**src/pkg/ttte_consts.svh**
```systemverilog
// Purpose: Constants for the tape tension and tach encoder block.
// Assumes: One 25 MHz system clock, synchronous active-low reset.
// Notes on behaviour
// - The two arm phases, a quarter cycle apart, give arm direction by which one leads.
// - A separate midpoint marker input toggles as the arm crosses the centre of travel.
// - Passing the midpoint toward the head (marker rising) clears the arm position counter to zero.
// - Arm motion toward the head increments the arm position counter per decoded pulse.
// - Arm motion back toward the midpoint decrements the arm position counter per pulse.
// - The arm count is presented for the processor to read periodically.
// - The midpoint marker level is presented so the processor knows the side of centre.
// - The tach phases are compared in a flip-flop to give a forward-high direction level.
// - The direction level is presented for the processor to sample.
// - The tape position counter steps on each second tach phase edge, up or down by direction.
// - The marker is a level rising toward the head, and its rising edge clears the arm position counter.
// - First arm phase leading means movement toward the head.
// - First tach phase leading means forward tape motion.
`ifndef TTTE_CONSTS_SVH
`define TTTE_CONSTS_SVH
`define TTTE_ARM_WIDTH   16
`define TTTE_TAPE_WIDTH  24
`define TTTE_SYNC_STAGES 2
`define TTTE_RST_LEVEL   1'b0
`define TTTE_PIN_COUNT   5
`define TTTE_PIN_ARM_A   0
`define TTTE_PIN_ARM_B   1
`define TTTE_PIN_MID     2
`define TTTE_PIN_TACH_A  3
`define TTTE_PIN_TACH_B  4
`endif

```
**src/pkg/ttte_pkg.sv**
```systemverilog
// Purpose: Types for the tape tension and tach encoder block.
// Assumes: Nothing beyond the constants header.
// Notes: Holds the step direction type shared with the decoder.
package ttte_pkg;
  typedef enum logic [1:0] {
    TTTE_STEP_NONE = 2'b00,
    TTTE_STEP_UP   = 2'b01,
    TTTE_STEP_DOWN = 2'b10
  } ttte_step_t;
endpackage : ttte_pkg

```
**src/pkg/ttte_quad_if.sv**
```systemverilog
// Purpose: Carries a synchronised phase pair and its decoded step.
// Assumes: Same clock as the top module.
// Notes: The decoder drives step, the top reads it.
`timescale 1ns/100ps
interface ttte_quad_if;
  logic               phaseA;
  logic               phaseB;
  ttte_pkg::ttte_step_t step;
  modport decoder (input phaseA, input phaseB, output step);
  modport user    (output phaseA, output phaseB, input step);
endinterface : ttte_quad_if

```
**src/rtl/ttte_quad_decoder.sv**
```systemverilog
// Purpose: Decodes one synchronised quadrature phase pair into up and down steps.
// Assumes: Phases already pass two synchroniser flip-flops.
// Notes: Counts on edges of phase B; A high on a rise of B means A leads.
`timescale 1ns/100ps
`include "ttte_consts.svh"
module ttte_quad_decoder (
  input wire logic mclk,
  input wire logic rst_n,
  ttte_quad_if.decoder quad
);
  logic prevB_reg;

  // ****************************************
  // Edge memory
  // ****************************************
  always_ff @(posedge mclk) begin
    if (rst_n == `TTTE_RST_LEVEL) begin
      prevB_reg <= '0;
    end else begin
      prevB_reg <= quad.phaseB;
    end
  end

  // ****************************************
  // Direction from phase order
  // ****************************************
  // phase order decode.
  always_comb begin
    quad.step = ttte_pkg::TTTE_STEP_NONE;
    if (quad.phaseB && !prevB_reg) begin
      quad.step = quad.phaseA ? ttte_pkg::TTTE_STEP_UP : ttte_pkg::TTTE_STEP_DOWN;
    end else if (!quad.phaseB && prevB_reg) begin
      quad.step = quad.phaseA ? ttte_pkg::TTTE_STEP_DOWN : ttte_pkg::TTTE_STEP_UP;
    end
  end
endmodule : ttte_quad_decoder

```
**src/rtl/ttte_encoder.sv**
```systemverilog
// Purpose: Tension arm position count, tape direction and tape position count.
// Assumes: Sensor pins are asynchronous to mclk.
// Notes: All outputs come from flip-flops.
`timescale 1ns/100ps
`include "ttte_consts.svh"
module ttte_encoder #(
  parameter int ARM_WIDTH  = `TTTE_ARM_WIDTH,
  parameter int TAPE_WIDTH = `TTTE_TAPE_WIDTH
) (
  input  wire logic                  mclk,
  input  wire logic                  rst_n,
  input  wire logic                  armPhaseA,
  input  wire logic                  armPhaseB,
  input  wire logic                  armMidMarker,
  input  wire logic                  tachPhaseA,
  input  wire logic                  tachPhaseB,
  output logic [ARM_WIDTH-1:0]       armCount,
  output logic                       armMidLevel,
  output logic                       motion_forward_level,
  output logic [TAPE_WIDTH-1:0]      tapeCount
);
  localparam int NSYNC = `TTTE_SYNC_STAGES;

  logic [`TTTE_PIN_COUNT-1:0] syncIn;
  logic [`TTTE_PIN_COUNT-1:0] syncOut;
  logic                       midPrev_reg;
  logic                       midRise;
  logic                       armUp;
  logic                       armDown;
  logic                       tachUp;
  logic                       tachDown;
  logic [ARM_WIDTH-1:0]       arm_reg;
  logic [TAPE_WIDTH-1:0]      tape_reg;
  logic                       forward_reg;

  ttte_quad_if armQ ();
  ttte_quad_if tachQ ();

  // ****************************************
  // Input synchronisers
  // ****************************************
  assign syncIn[`TTTE_PIN_ARM_A]  = armPhaseA;
  assign syncIn[`TTTE_PIN_ARM_B]  = armPhaseB;
  assign syncIn[`TTTE_PIN_MID]    = armMidMarker;
  assign syncIn[`TTTE_PIN_TACH_A] = tachPhaseA;
  assign syncIn[`TTTE_PIN_TACH_B] = tachPhaseB;

  for (genvar p = 0; p < `TTTE_PIN_COUNT; p++) begin : gSync
    logic [NSYNC-1:0] chain_reg;

    always_ff @(posedge mclk) begin
      if (rst_n == `TTTE_RST_LEVEL) begin
        chain_reg <= '0;
      end else begin
        chain_reg <= {chain_reg[NSYNC-2:0], syncIn[p]};
      end
    end

    assign syncOut[p] = chain_reg[NSYNC-1];
  end

  // ****************************************
  // Phase routing
  // ****************************************
  assign armQ.phaseA  = syncOut[`TTTE_PIN_ARM_A];
  assign armQ.phaseB  = syncOut[`TTTE_PIN_ARM_B];
  assign tachQ.phaseA = syncOut[`TTTE_PIN_TACH_A];
  assign tachQ.phaseB = syncOut[`TTTE_PIN_TACH_B];

  // ****************************************
  // Decoders
  // ****************************************
  // arm A leading counts toward head.
  ttte_quad_decoder armDec (
    .mclk (mclk),
    .rst_n(rst_n),
    .quad (armQ)
  );

  ttte_quad_decoder tachDec (
    .mclk (mclk),
    .rst_n(rst_n),
    .quad (tachQ)
  );

  // ****************************************
  // Step decode
  // ****************************************
  assign armUp    = (armQ.step == ttte_pkg::TTTE_STEP_UP);
  assign armDown  = (armQ.step == ttte_pkg::TTTE_STEP_DOWN);
  assign tachUp   = (tachQ.step == ttte_pkg::TTTE_STEP_UP);
  assign tachDown = (tachQ.step == ttte_pkg::TTTE_STEP_DOWN);

  // ****************************************
  // Midpoint marker
  // ****************************************
  // marker edge tracking.
  always_ff @(posedge mclk) begin
    if (rst_n == `TTTE_RST_LEVEL) begin
      midPrev_reg <= '0;
    end else begin
      midPrev_reg <= syncOut[`TTTE_PIN_MID];
    end
  end

  assign midRise = syncOut[`TTTE_PIN_MID] && !midPrev_reg;

  // ****************************************
  // Arm position counter
  // ****************************************
  // reset clears arm count.
  always_ff @(posedge mclk) begin
    if (rst_n == `TTTE_RST_LEVEL) begin
      arm_reg <= '0;
    end else if (midRise) begin
      arm_reg <= '0;
    end else if (armUp) begin
      arm_reg <= arm_reg + 1'b1;
    end else if (armDown) begin
      arm_reg <= arm_reg - 1'b1;
    end
  end

  // ****************************************
  // Tape direction and position
  // ****************************************
  // direction flip-flop.
  always_ff @(posedge mclk) begin
    if (rst_n == `TTTE_RST_LEVEL) begin
      forward_reg <= '0;
    end else if (tachUp) begin
      forward_reg <= 1'b1;
    end else if (tachDown) begin
      forward_reg <= 1'b0;
    end
  end

  always_ff @(posedge mclk) begin
    if (rst_n == `TTTE_RST_LEVEL) begin
      tape_reg <= '0;
    end else if (tachUp) begin
      tape_reg <= tape_reg + 1'b1;
    end else if (tachDown) begin
      tape_reg <= tape_reg - 1'b1;
    end
  end

  // ****************************************
  // Outputs
  // ****************************************
  // arm count presented.
  assign armCount = arm_reg;
  assign armMidLevel = midPrev_reg;
  assign motion_forward_level = forward_reg;
  assign tapeCount = tape_reg;
endmodule : ttte_encoder

```
**config.mk**
```make
export PLATFORM = sky130hd
export DESIGN_NAME = ttte_encoder
export DESIGN_NICKNAME = d
export VERILOG_FILES = /design/src/pkg/ttte_pkg.sv /design/src/pkg/ttte_quad_if.sv /design/src/rtl/ttte_quad_decoder.sv /design/src/rtl/ttte_encoder.sv
export VERILOG_INCLUDE_DIRS = /design/src /design/src/pkg
export SDC_FILE = /design/constraint.sdc
export NUM_CORES = 1
export LEC_CHECK = 0
export ABC_CLOCK_PERIOD_IN_PS = 3720
export BUFFER_PORTS_ARGS = -buffer_cell sky130_fd_sc_hd__buf_2
export CORE_MARGIN = 5
export CORE_UTILIZATION = 45
export CTS_CLUSTER_DIAMETER = 80
export DETAILED_ROUTE_END_ITERATION = 8
export SYNTH_ARGS = -nofsm -noshare
export SYNTH_HDL_FRONTEND = slang
export SYNTH_SLANG_ARGS = --single-unit
```
**constraint.sdc**
```tcl
create_clock -name mclk -period 3.72 [get_ports mclk]
set_input_delay 0.372 -clock mclk [delete_from_list [all_inputs] [get_ports mclk]]
set_output_delay 0.372 -clock mclk [all_outputs]
set_load 0.1 [all_outputs]
```
==> impl_metrics.tcl, run 1 <==
set metrics [dict create \
    post-route-util_pct 52.34 \
    grt_max_degree 33 \
    drc 0 \
    grt.total_usage_pct 15.91 \
    endpoint_kind "flop" \
    crit_fanout 13 \
    hold_path.class "primary input to flop" \
    grt-ovfl-total 0 \
    yosys.cell_types.count 50 \
    core_area_um2 7807 \
    fmax_mhz 300.3 \
    skew_ns 0.007117 \
    setup_ws_ns 0.3904 \
    cts_root_buffer "clkbuf_8" \
    r2r_end "armCount[13]" \
    cts_setup_buffers 0 \
    reg2reg_depth 13 \
    rsz0062_at_grt "no" \
    status "finished, final reports clean" \
    io_buffers 48 \
    ant_nets 0 \
    fp.dieH_um 99.97 \
    whs_ns 0.2523 \
    synth_edf_count 0 \
    ys_ff_latch 54 \
    power_density_nw_per_um2 663.8 \
    r2r-start "gSync[1].chain_reg[1]" \
    grt_pass1_wl_um 13420 \
    drive_gt1_share_pct 15.90 \
    syn_nets 480 \
    final_nets 525 \
    clock_sinks 54 \
    syn_avg_cell_area_um2 8.431 \
    max_slew.worst_pin.slew_ns 0.7579 \
    hold_end "gSync[0].chain_reg[0]" \
    critical_path_class "flop to flop" \
    grt_pass1_vias 2942 \
    cts_tree "yes" \
    area_growth_syn_to_layout_pct 12.20 \
    h-tree-depth 2 \
    rrSetupSlack_ns 0.39 \
    clock_path_buffers 2 \
    synth_flop_cell "dfxtp_1" \
    clk_latency_ns 0.31 \
    path_clk_slew_ns 0.11 \
    hold_viol 0 \
    arrival_ns 3.54 \
    slew_headroom_pct 49.47 \
    min_period_over_period_pct 89.51 \
    required_ns 3.93 \
    p_leak_nw 1.884 \
    worstHoldPathCells 2 \
    via_per_inst 5.284 \
    dr.first_iter.drc_count 110 \
    dp_hpwl_um 5709 \
    wirelength_um 7580 \
    cp-start-kind "flop" \
    ios 49 \
    tns_ns 0 \
    cts_made_buffers 5 \
    die_width_um 99.97 \
    drv_slew 0 \
    netlist_area_um2 3642 \
    wl_per_cell_um 13.07 \
    vias 3065 \
    gp_congestion 0.8417 \
    maxCapViolCount 0 \
    ir_worst_vdd_mv 0.2526 \
    hp-start "armPhaseA" \
    largest_register_ffs 24 \
    dieArea_um2 9993 \
    ys_seq_area_share_pct 29.68 \
    rows 32 \
    min_period_ns 3.330 \
    pre_cts_slack_ns 0.3685 \
    yosysWarnings 0 \
    cts_hold_buffers 0 \
    antenna_cells 0 \
    antenna_found_initial 0 \
    async_flop_share_pct 0 \
    finalPower_mw 2.713 \
    synthCells 432 \
    first_pass_iters 4 \
    initial_core_util_pct 46.65 \
    finalSetupViolCount 0 \
]
==> Yosys cell counts, drive strengths merged (3+ instances only) <==
master	count	area share, %
o21ai	36	4.9
dfxtp	54	30
o31ai	4	0.96
o21bai	10	2.1
nand4	6	1.0
mux2i	7	1.9
a21o	13	2.7
nor3	4	0.69
nor2	25	2.6
a31oi	3	0.52
inv	12	1.2
nand2b	10	1.7
clkbuf	13	1.3
and3	6	1.0
nand2	38	3.9
o211ai	4	0.96
and2	27	4.6
a21oi	38	5.5
a211oi	3	0.62
a2111oi	3	0.89
nand3	9	1.2
xor2	12	2.9
o21a	7	1.4
nor2b	5	0.86
xnor2	20	4.8
ha	39	13
==> routing by layer <==
layer  vias to the layer above  track usage (%)  wire length (µm)
met5                         -                0                 0
met4                         0            3.151                63
met3                         5            3.127               299
met2                        38            26.06              3211
met1                      1372            21.83              4006
li1                       1650                -                 -
==> area by class of cell <==
class,count,area (µm²)
Clock buffer,5,68.82
Clock inverter,3,26.28
Fill cell,788,3721
Inverter,12,48.80
Multi-Input combinational cell,352,2464
Sequential cell,54,1081
Tap cell,102,127.6
Timing Repair Buffer,52,270.3
==> cells in the final DEF (no fill, tap or decap), drive strengths merged, types with 7 or more instances in the layout <==
cell type	synthesis	final
a21o	13	13
a21oi	38	38
and2	27	27
buf	1	52
dfxtp	54	54
ha	39	39
inv	12	13
mux2i	7	7
nand2	38	38
nand2b	10	10
nand3	9	9
nor2	25	25
o21a	7	7
o21ai	36	36
o21bai	10	10
xnor2	20	20
xor2	12	12
==> what timing repair did <==
action                                  in CTS  in global routing
endpoints found under the setup margin       0                  1
hold endpoints to repair                     0                  0
resized for setup                            0                  1
==> worst max path at each step <==
stage	slack, ns	endpoint	from	cells past startpoint
6_report	0.39	armCount[13]	gSync[1].chain_reg[1]	13
5_1_grt	0.03	armCount[13]	gSync[1].chain_reg[1]	13
4_1_cts	0.34	armCount[13]	gSync[1].chain_reg[1]	13
3_5_place_dp	0.37	armCount[13]	gSync[1].chain_reg[1]	13
3_3_place_gp	0.37	armCount[13]	gSync[1].chain_reg[1]	13
2_1_floorplan	0.48	tapeCount[23]	gSync[4].chain_reg[1]	13
==> per-stage QoR <==
stage,instances,area [µm²]
2_1_floorplan,432,3642
3_3_place_gp,572,3988
3_5_place_dp,572,3988
4_1_cts,580,4083
5_1_grt,580,4086
6_report,580,4086
==> power breakdown <==
part / leakage (nW) / internal [mW] / switching (mW) / total (mW)
sequential: 0.442 / 0.647 / 0.0548 / 0.702
clock: 0.0491 / 0.139 / 0.219 / 0.358
combinational: 1.39 / 0.576 / 1.08 / 1.65
total: 1.88 / 1.36 / 1.35 / 2.71
==> cell families after synthesis <==
kind of cell,count (synthesis),synth area share [%]
fa+ha+maj,41,14.50
buf+inv,26,2.679
xor+xnor,32,7.695
compound gates,130,23.05
simple gates,140,19.86
mux,9,2.542
flops,54,29.68
==> worst max-delay path, cell delays in order (launching register included) <==
cell and delay, ns:
dfxtp_1 0.33, nor2b_1 0.13, mux2_2 0.27, ha_1 0.24, inv_1 0.36, ha_1 0.33, a211oi_1 0.31, nor4b_1 0.11
and4bb_2 0.33, o21bai_1 0.10, a2111oi_0 0.44, nor4_1 0.09, a21oi_1 0.12, nor2_1 0.05
Note: power is estimated with default switching activity, not from simulation.
==> run 2: changes to the inputs <==
--- a/config.mk
+++ b/config.mk
@@ -12,6 +12,8 @@
 export CORE_UTILIZATION = 45
 export CTS_CLUSTER_DIAMETER = 80
 export DETAILED_ROUTE_END_ITERATION = 8
+export SLEW_MARGIN = 20
 export SYNTH_ARGS = -nofsm -noshare
 export SYNTH_HDL_FRONTEND = slang
+export SYNTH_HIERARCHICAL = 1
 export SYNTH_SLANG_ARGS = --single-unit
==> run 2 against run 1 <==
Effect of this change: via count increased by 6.7%; clock skew increased by 0.0032 ns; sequential share of layout area decreased by 0.74 points; setup slack improved by 0.0045 ns; design area increased by 2.9%; clock power decreased by 7.3%; critical path depth increased by 1; register-to-register slack about the same; first-iteration DRC count increased by 23%; final cell count increased by 4.8%; total power decreased by 3.3%; sequential power decreased by 1%.
==> impl_metrics.tcl, run 2 <==
set metrics [dict create \
    async_flop_share_pct 0 \
    wirelength_um 8276 \
    rsz0062_at_grt "no" \
    h-tree-depth 2 \
    final_nets 550 \
    fp.dieH_um 101.3 \
    crit_family "compound AO/OA/AOI/OAI gates" \
    cts_root_buffer "clkbuf_8" \
    synthCells 460 \
    power_frac_comb_pct 60.8 \
    drc 0 \
    gp_congestion 0.8278 \
    synth_edf_count 0 \
    maxCapViolCount 0 \
    rows 33 \
    power.share.clock_pct 12.7 \
    hold_path.class "primary input to flop" \
    p_leak_nw 2.011 \
    drv_slew 0 \
    yosysTopAreaCell "dfxtp_1" \
    grt-ovfl-total 0 \
    ios 49 \
    core_area_um2 8175 \
    grt.total_usage_pct 16.95 \
    synth_top_area_share_pct 28.82 \
    die_width_um 101.3 \
    synthTopCellsByCount "54 x dfxtp_1, 40 x nor2_1, 39 x ha_1" \
    fmax_mhz 300.7 \
    mostFrequentLayoutCell "dfxtp_1" \
    seqPwrFrac_pct 26.5 \
    final_cell_mix "54 x dfxtp_1, 48 x buf_2, 40 x nor2_1" \
    dp_hpwl_um 6199 \
    cts_made_buffers 5 \
    crit_buf_inv 2 \
    hold_viol 0 \
    instances_no_fill 608 \
    crit_fanout 16 \
    swShare_pct 49.27 \
    yosysMostFrequentCell "dfxtp_1" \
    antenna_found_initial 0 \
    syn_nets 508 \
    grt_pass1_wl_um 14490 \
    clock_path_buffers 2 \
    ys_top_cells_by_area "dfxtp_1 29%, ha_1 13%, o21ai_0 4.8%" \
    min_period_ns 3.325 \
    ir_worst_vdd_mv 0.3088 \
    slew_headroom_pct 44.78 \
    finalSetupViolCount 0 \
    cpPeakStageDelay_ns 0.40 \
    finalPower_mw 2.623 \
    yosys.cell_types.count 53 \
    path_cells "nand2b_1 > mux2i_1 > ha_1 > clkinvlp_4 > buf_12 > fa_1 > a21o_1 > a21o_1 > a21oi_1 > o21ai_0 > a21oi_1 > xor2_1 > o21ai_0 > and2_1" \
    io_buffers 48 \
    drive_gt1_share_pct 13.72 \
    first_pass_iters 4 \
    min_period_over_period_pct 89.39 \
    status "finished, final reports clean" \
    wl_per_cell_um 13.61 \
    max_slew.worst_pin.slew_ns 0.8282 \
    arrival_ns 3.53 \
    yosysWarnings 6 \
    cp-start-kind "flop" \
    path_clk_slew_ns 0.10 \
    switching_power_mw 1.292 \
    ant_nets 0 \
    critical_path_class "flop to flop" \
    dr.first_iter.drc_count 135 \
    tns_ns 0 \
    cp_slowest_cell "fa_1" \
    netlist_area_um2 3751 \
    largest_register_ffs 24 \
    design_area_um2 4204 \
    ys_ff_latch 54 \
    dieArea_um2 10260 \
    vias 3269 \
    via_per_inst 5.377 \
    clock_sinks 54 \
    synth_flop_cell "dfxtp_1" \
    ys_seq_area_share_pct 28.82 \
    skew_ns 0.01029 \
    area_growth_syn_to_layout_pct 12.07 \
    placed_cells 599 \
    clk_latency_ns 0.31 \
    internal_power_mw 1.331 \
    initial_core_util_pct 45.88 \
    antenna_cells 0 \
    power_density_nw_per_um2 624.0 \
    endpoint_kind "flop" \
    post-route-util_pct 51.42 \
    grt_max_degree 47 \
    syn_avg_cell_area_um2 8.155 \
    fillers 794 \
    required_ns 3.93 \
    cts_tree "yes" \
    postPlaceCellArea_um2 4090 \
    grt_pass1_vias 3126 \
]
## run 2: logic make-up (layout without fill, tap and decap cells)
family,count (synthesis),after routing,share of synthesized area [%]
xor gates and xnor gates,33,33,7.705
AOI/OAI and AO/OA,129,129,21.81
buffers and inverters,33,76,3.369
DFF,54,54,28.82
muxes,12,12,3.202
adders and majority gates,41,41,14.08
and+or+nand+nor,158,158,21.01
## run 2: per-stage QoR
step	worst slack [ns]	hold WS, ns
final	0.3949	0.2679
after CTS	0.2387	0.2535
after detailed placement	0.2773	0.4169
after global placement	0.3195	0.4147
after global routing	0.1392	0.2628
after floorplan	0.5494	0.4119
## run 2: worst paths after layout
| kind | depth (start not counted) | start | to | slack [ns] |
|---|---|---|---|---|
| max | 14 | tachDec/prevB_reg | tapeCount[16] | 0.39 |
| min | 2 | tachPhaseA | gSync[3].chain_reg[0] | 0.27 |
| max reg2reg | 14 | tachDec/prevB_reg | tapeCount[16] | 0.39 |
| min reg2reg | 1 | gSync[0].chain_reg[0] | gSync[0].chain_reg[1] | 0.44 |
## run 2: area by class of cell
cell class | count | area (µm²) | area share (%)
Clock buffer | 5 | 68.82 | 1.637
Clock inverter | 3 | 21.27 | 0.5060
Inverter | 13 | 52.55 | 1.250
Multi-Input combinational cell | 373 | 2544 | 60.51
Sequential cell | 54 | 1081 | 25.71
Tap cell | 105 | 131.4 | 3.125
Timing Repair Buffer | 55 | 305.3 | 7.262
## run 2: layer usage
metal	part of all wire [%]	track usage [%]	up-vias	routed length, µm
met4	1.1	3.988	0	93
met2	48	29.43	49	3955
li1	-	-	1720	-
met5	0	0	-	0
met3	3.1	2.961	8	257
met1	48	21.85	1492	3969
## run 2: timing repair
item                                    4_1_cts  5_1_grt
buffers inserted                              0        1
endpoints found under the setup margin        0        2
hold endpoints to repair                      0        0
hold buffers                                  0        0
gates resized for setup                       0        1
## run 2: power groups by stage
| stage | combinational (mW) | clock [mW] | sequential [mW] |
|---|---|---|---|
| finish | 1.60 | 0.332 | 0.695 |
| global route | 1.76 | 0.377 | 0.705 |
| CTS | 1.60 | 0.357 | 0.697 |
| detailed placement | 1.59 | 0 | 0.710 |
| global placement | 1.59 | 0 | 0.709 |
| floorplan | 0.912 | 0 | 1.11 |
==> run 3: changes to the inputs <==
--- a/config.mk
+++ b/config.mk
@@ -6,12 +6,13 @@
 export SDC_FILE = /design/constraint.sdc
 export NUM_CORES = 1
 export LEC_CHECK = 0
-export ABC_CLOCK_PERIOD_IN_PS = 3720
+export ABC_CLOCK_PERIOD_IN_PS = 2900
 export BUFFER_PORTS_ARGS = -buffer_cell sky130_fd_sc_hd__buf_2
 export CORE_MARGIN = 5
 export CORE_UTILIZATION = 45
 export CTS_CLUSTER_DIAMETER = 80
 export DETAILED_ROUTE_END_ITERATION = 8
+export PLACE_DENSITY = 0.67
 export SLEW_MARGIN = 20
 export SYNTH_ARGS = -nofsm -noshare
 export SYNTH_HDL_FRONTEND = slang
==> constraint.sdc (replaced) <==
create_clock -name mclk -period 2.9 [get_ports mclk]
set_input_delay 0.29 -clock mclk [delete_from_list [all_inputs] [get_ports mclk]]
set_output_delay 0.29 -clock mclk [all_outputs]
set_load 0.1 [all_outputs]
==> run 3 against run 2 <==
Effect of this change: total power increased by 53%; core utilization increased by 9.9 points; critical endpoint is now tapeCount[22]; the flow now finishes with violations (setup timing); clock-buffer cell count unchanged; highest routed layer unchanged; register-to-register slack got worse by 0.49 ns.
==> impl_metrics.tcl, run 3 (synthesis results as in run 2) <==
set metrics [dict create \
    status "complete, but fails checks" \
    violations "setup timing" \
    final_cell_mix "51 x dfxtp_1, 51 x buf_4, 48 x buf_2" \
    drc 0 \
    arrival_ns 3.26 \
    die_width_um 101.3 \
    drive_gt1_share_pct 32.73 \
    grt_max_degree 47 \
    ios 49 \
    hold_path.class "primary input to flop" \
    ir_worst_vdd_mv 0.4397 \
    slew_headroom_pct 48.84 \
    finalPower_mw 4.005 \
    dp_hpwl_um 6672 \
    p_leak_nw 2.309 \
    h-tree-depth 2 \
    gp_congestion 0.8856 \
    critical_path_class "flop to flop" \
    required_ns 3.17 \
    placed_cells 641 \
    clock_sinks 54 \
    hold_viol 0 \
    power_density_nw_per_um2 798.2 \
    via_per_inst 5.426 \
    crit_fanout 14 \
    initial_core_util_pct 45.88 \
    core_area_um2 8175 \
    instances_no_fill 655 \
    setup_ws_ns -0.09728 \
    pre_cts_slack_ns -0.2167 \
    antenna_cells 0 \
    fillers 694 \
    min_period_ns 2.997 \
    finalSetupViolCount 6 \
    drv_slew 0 \
    rsz0062_at_grt "yes" \
    cts_made_buffers 5 \
    grt_pass1_vias 3431 \
    area_growth_syn_to_layout_pct 33.76 \
    min_period_over_period_pct 103.4 \
    vias 3554 \
    skew_ns 0.01256 \
    rows 33 \
    cts_tree "yes" \
    final_nets 597 \
    wl_per_cell_um 14.48 \
    fp.dieH_um 101.3 \
    io_buffers 48 \
    antenna_found_initial 0 \
    post-route-util_pct 61.37 \
    max_slew.worst_pin.slew_ns 0.7674 \
    clock_path_buffers 2 \
    fmax_mhz 333.6 \
    grt_pass1_wl_um 15480 \
    cp-start-kind "flop" \
    first_pass_iters 4 \
    wirelength_um 9487 \
    grt.total_usage_pct 18.01 \
    dieArea_um2 10260 \
    clk_latency_ns 0.31 \
    maxCapViolCount 0 \
    grt-ovfl-total 0 \
    endpoint_kind "flop" \
    dr.first_iter.drc_count 154 \
    seqCellArea_um2 1085 \
    cts_hold_buffers 0 \
    largest_register_ffs 24 \
    cts_root_buffer "clkbuf_8" \
    multi_input_area_um2 2967 \
    path_clk_slew_ns 0.11 \
    ant_nets 0 \
]
-- run 3: changes by cell type in the layout (fill, tap and decap cells not counted), moves of 10 or more --
cell	before	now
a21oi_1	33	22
a21oi_2	0	10
buf_4	6	51
ha_1	39	21
ha_4	0	14
o21ai_0	36	23
o21ai_1	1	12
-- run 3: metrics by stage --
step / TNS, ns / hold slack [ns] / area [µm²]
2_1_floorplan: -0.6077 / 0.4119 / 3800
3_3_place_gp: -0.4007 / 0.4162 / 4467
3_5_place_dp: -1.244 / 0.4199 / 4467
4_1_cts: -0.4284 / 0.1705 / 4693
5_1_grt: -3.563 / 0.1743 / 5017
6_report: -0.3103 / 0.1790 / 5017
-- run 3: final timing paths --
path | end | slack [ns] | cells past startpoint | startpoint
worst min register to register | gSync[0].chain_reg[1] | 0.44 | 1 | gSync[0].chain_reg[0]
worst max register to register | tapeCount[22] | -0.1 | 14 | gSync[4].chain_reg[1]
worst max-delay path | tapeCount[22] | -0.1 | 14 | gSync[4].chain_reg[1]
worst min-delay path | gSync[0].chain_reg[0] | 0.18 | 2 | armPhaseA
-- run 3: layout make-up --
cell class	count	share of cell area (%)
flip-flops and latches	54	21.62
clock buffers	5	1.372
well taps	105	2.618
inverters	13	1.147
repair buffers	101	13.04
multi-input cells	373	59.13
repair inverters	1	0.1247
clock inverters	3	0.9476
-- run 3: repair_timing --
item,in CTS,in global routing
gates resized for setup,23,58
setup buffers,0,5
pin swaps,5,35
setup endpoints to repair,19,25
cloned,0,1
-- run 3: metal layers --
| layer | part of all wire (%) | GRT usage, % | vias to the layer above | wire length [µm] |
|---|---|---|---|---|
| li1 | - | - | 1813 | - |
| met1 | 46 | 22.95 | 1657 | 4377 |
| met2 | 49 | 31.59 | 73 | 4640 |
| met3 | 3.7 | 2.961 | 11 | 351 |
| met4 | 1.2 | 4.499 | 0 | 117 |
| met5 | 0 | 0 | - | 0 |
-- run 3: worst max-delay path: stages (launching register included) --
cell and delay [ns]:
dfxtp_2 0.34, nand2b_1 0.16, mux2i_1 0.15, ha_2 0.23, clkinvlp_4 0.11, buf_12 0.16, fa_2 0.34, a21o_1 0.18
a21o_1 0.21, a21oi_4 0.19, o31ai_2 0.12, nor4b_2 0.17, buf_4 0.14, o41a_1 0.40, nand2_1 0.06
-- run 3: power by group --
part	internal, mW	switching, mW
Combinational	1.03	1.53
Sequential	0.824	0.0836
Clock	0.262	0.274
Total	2.12	1.89
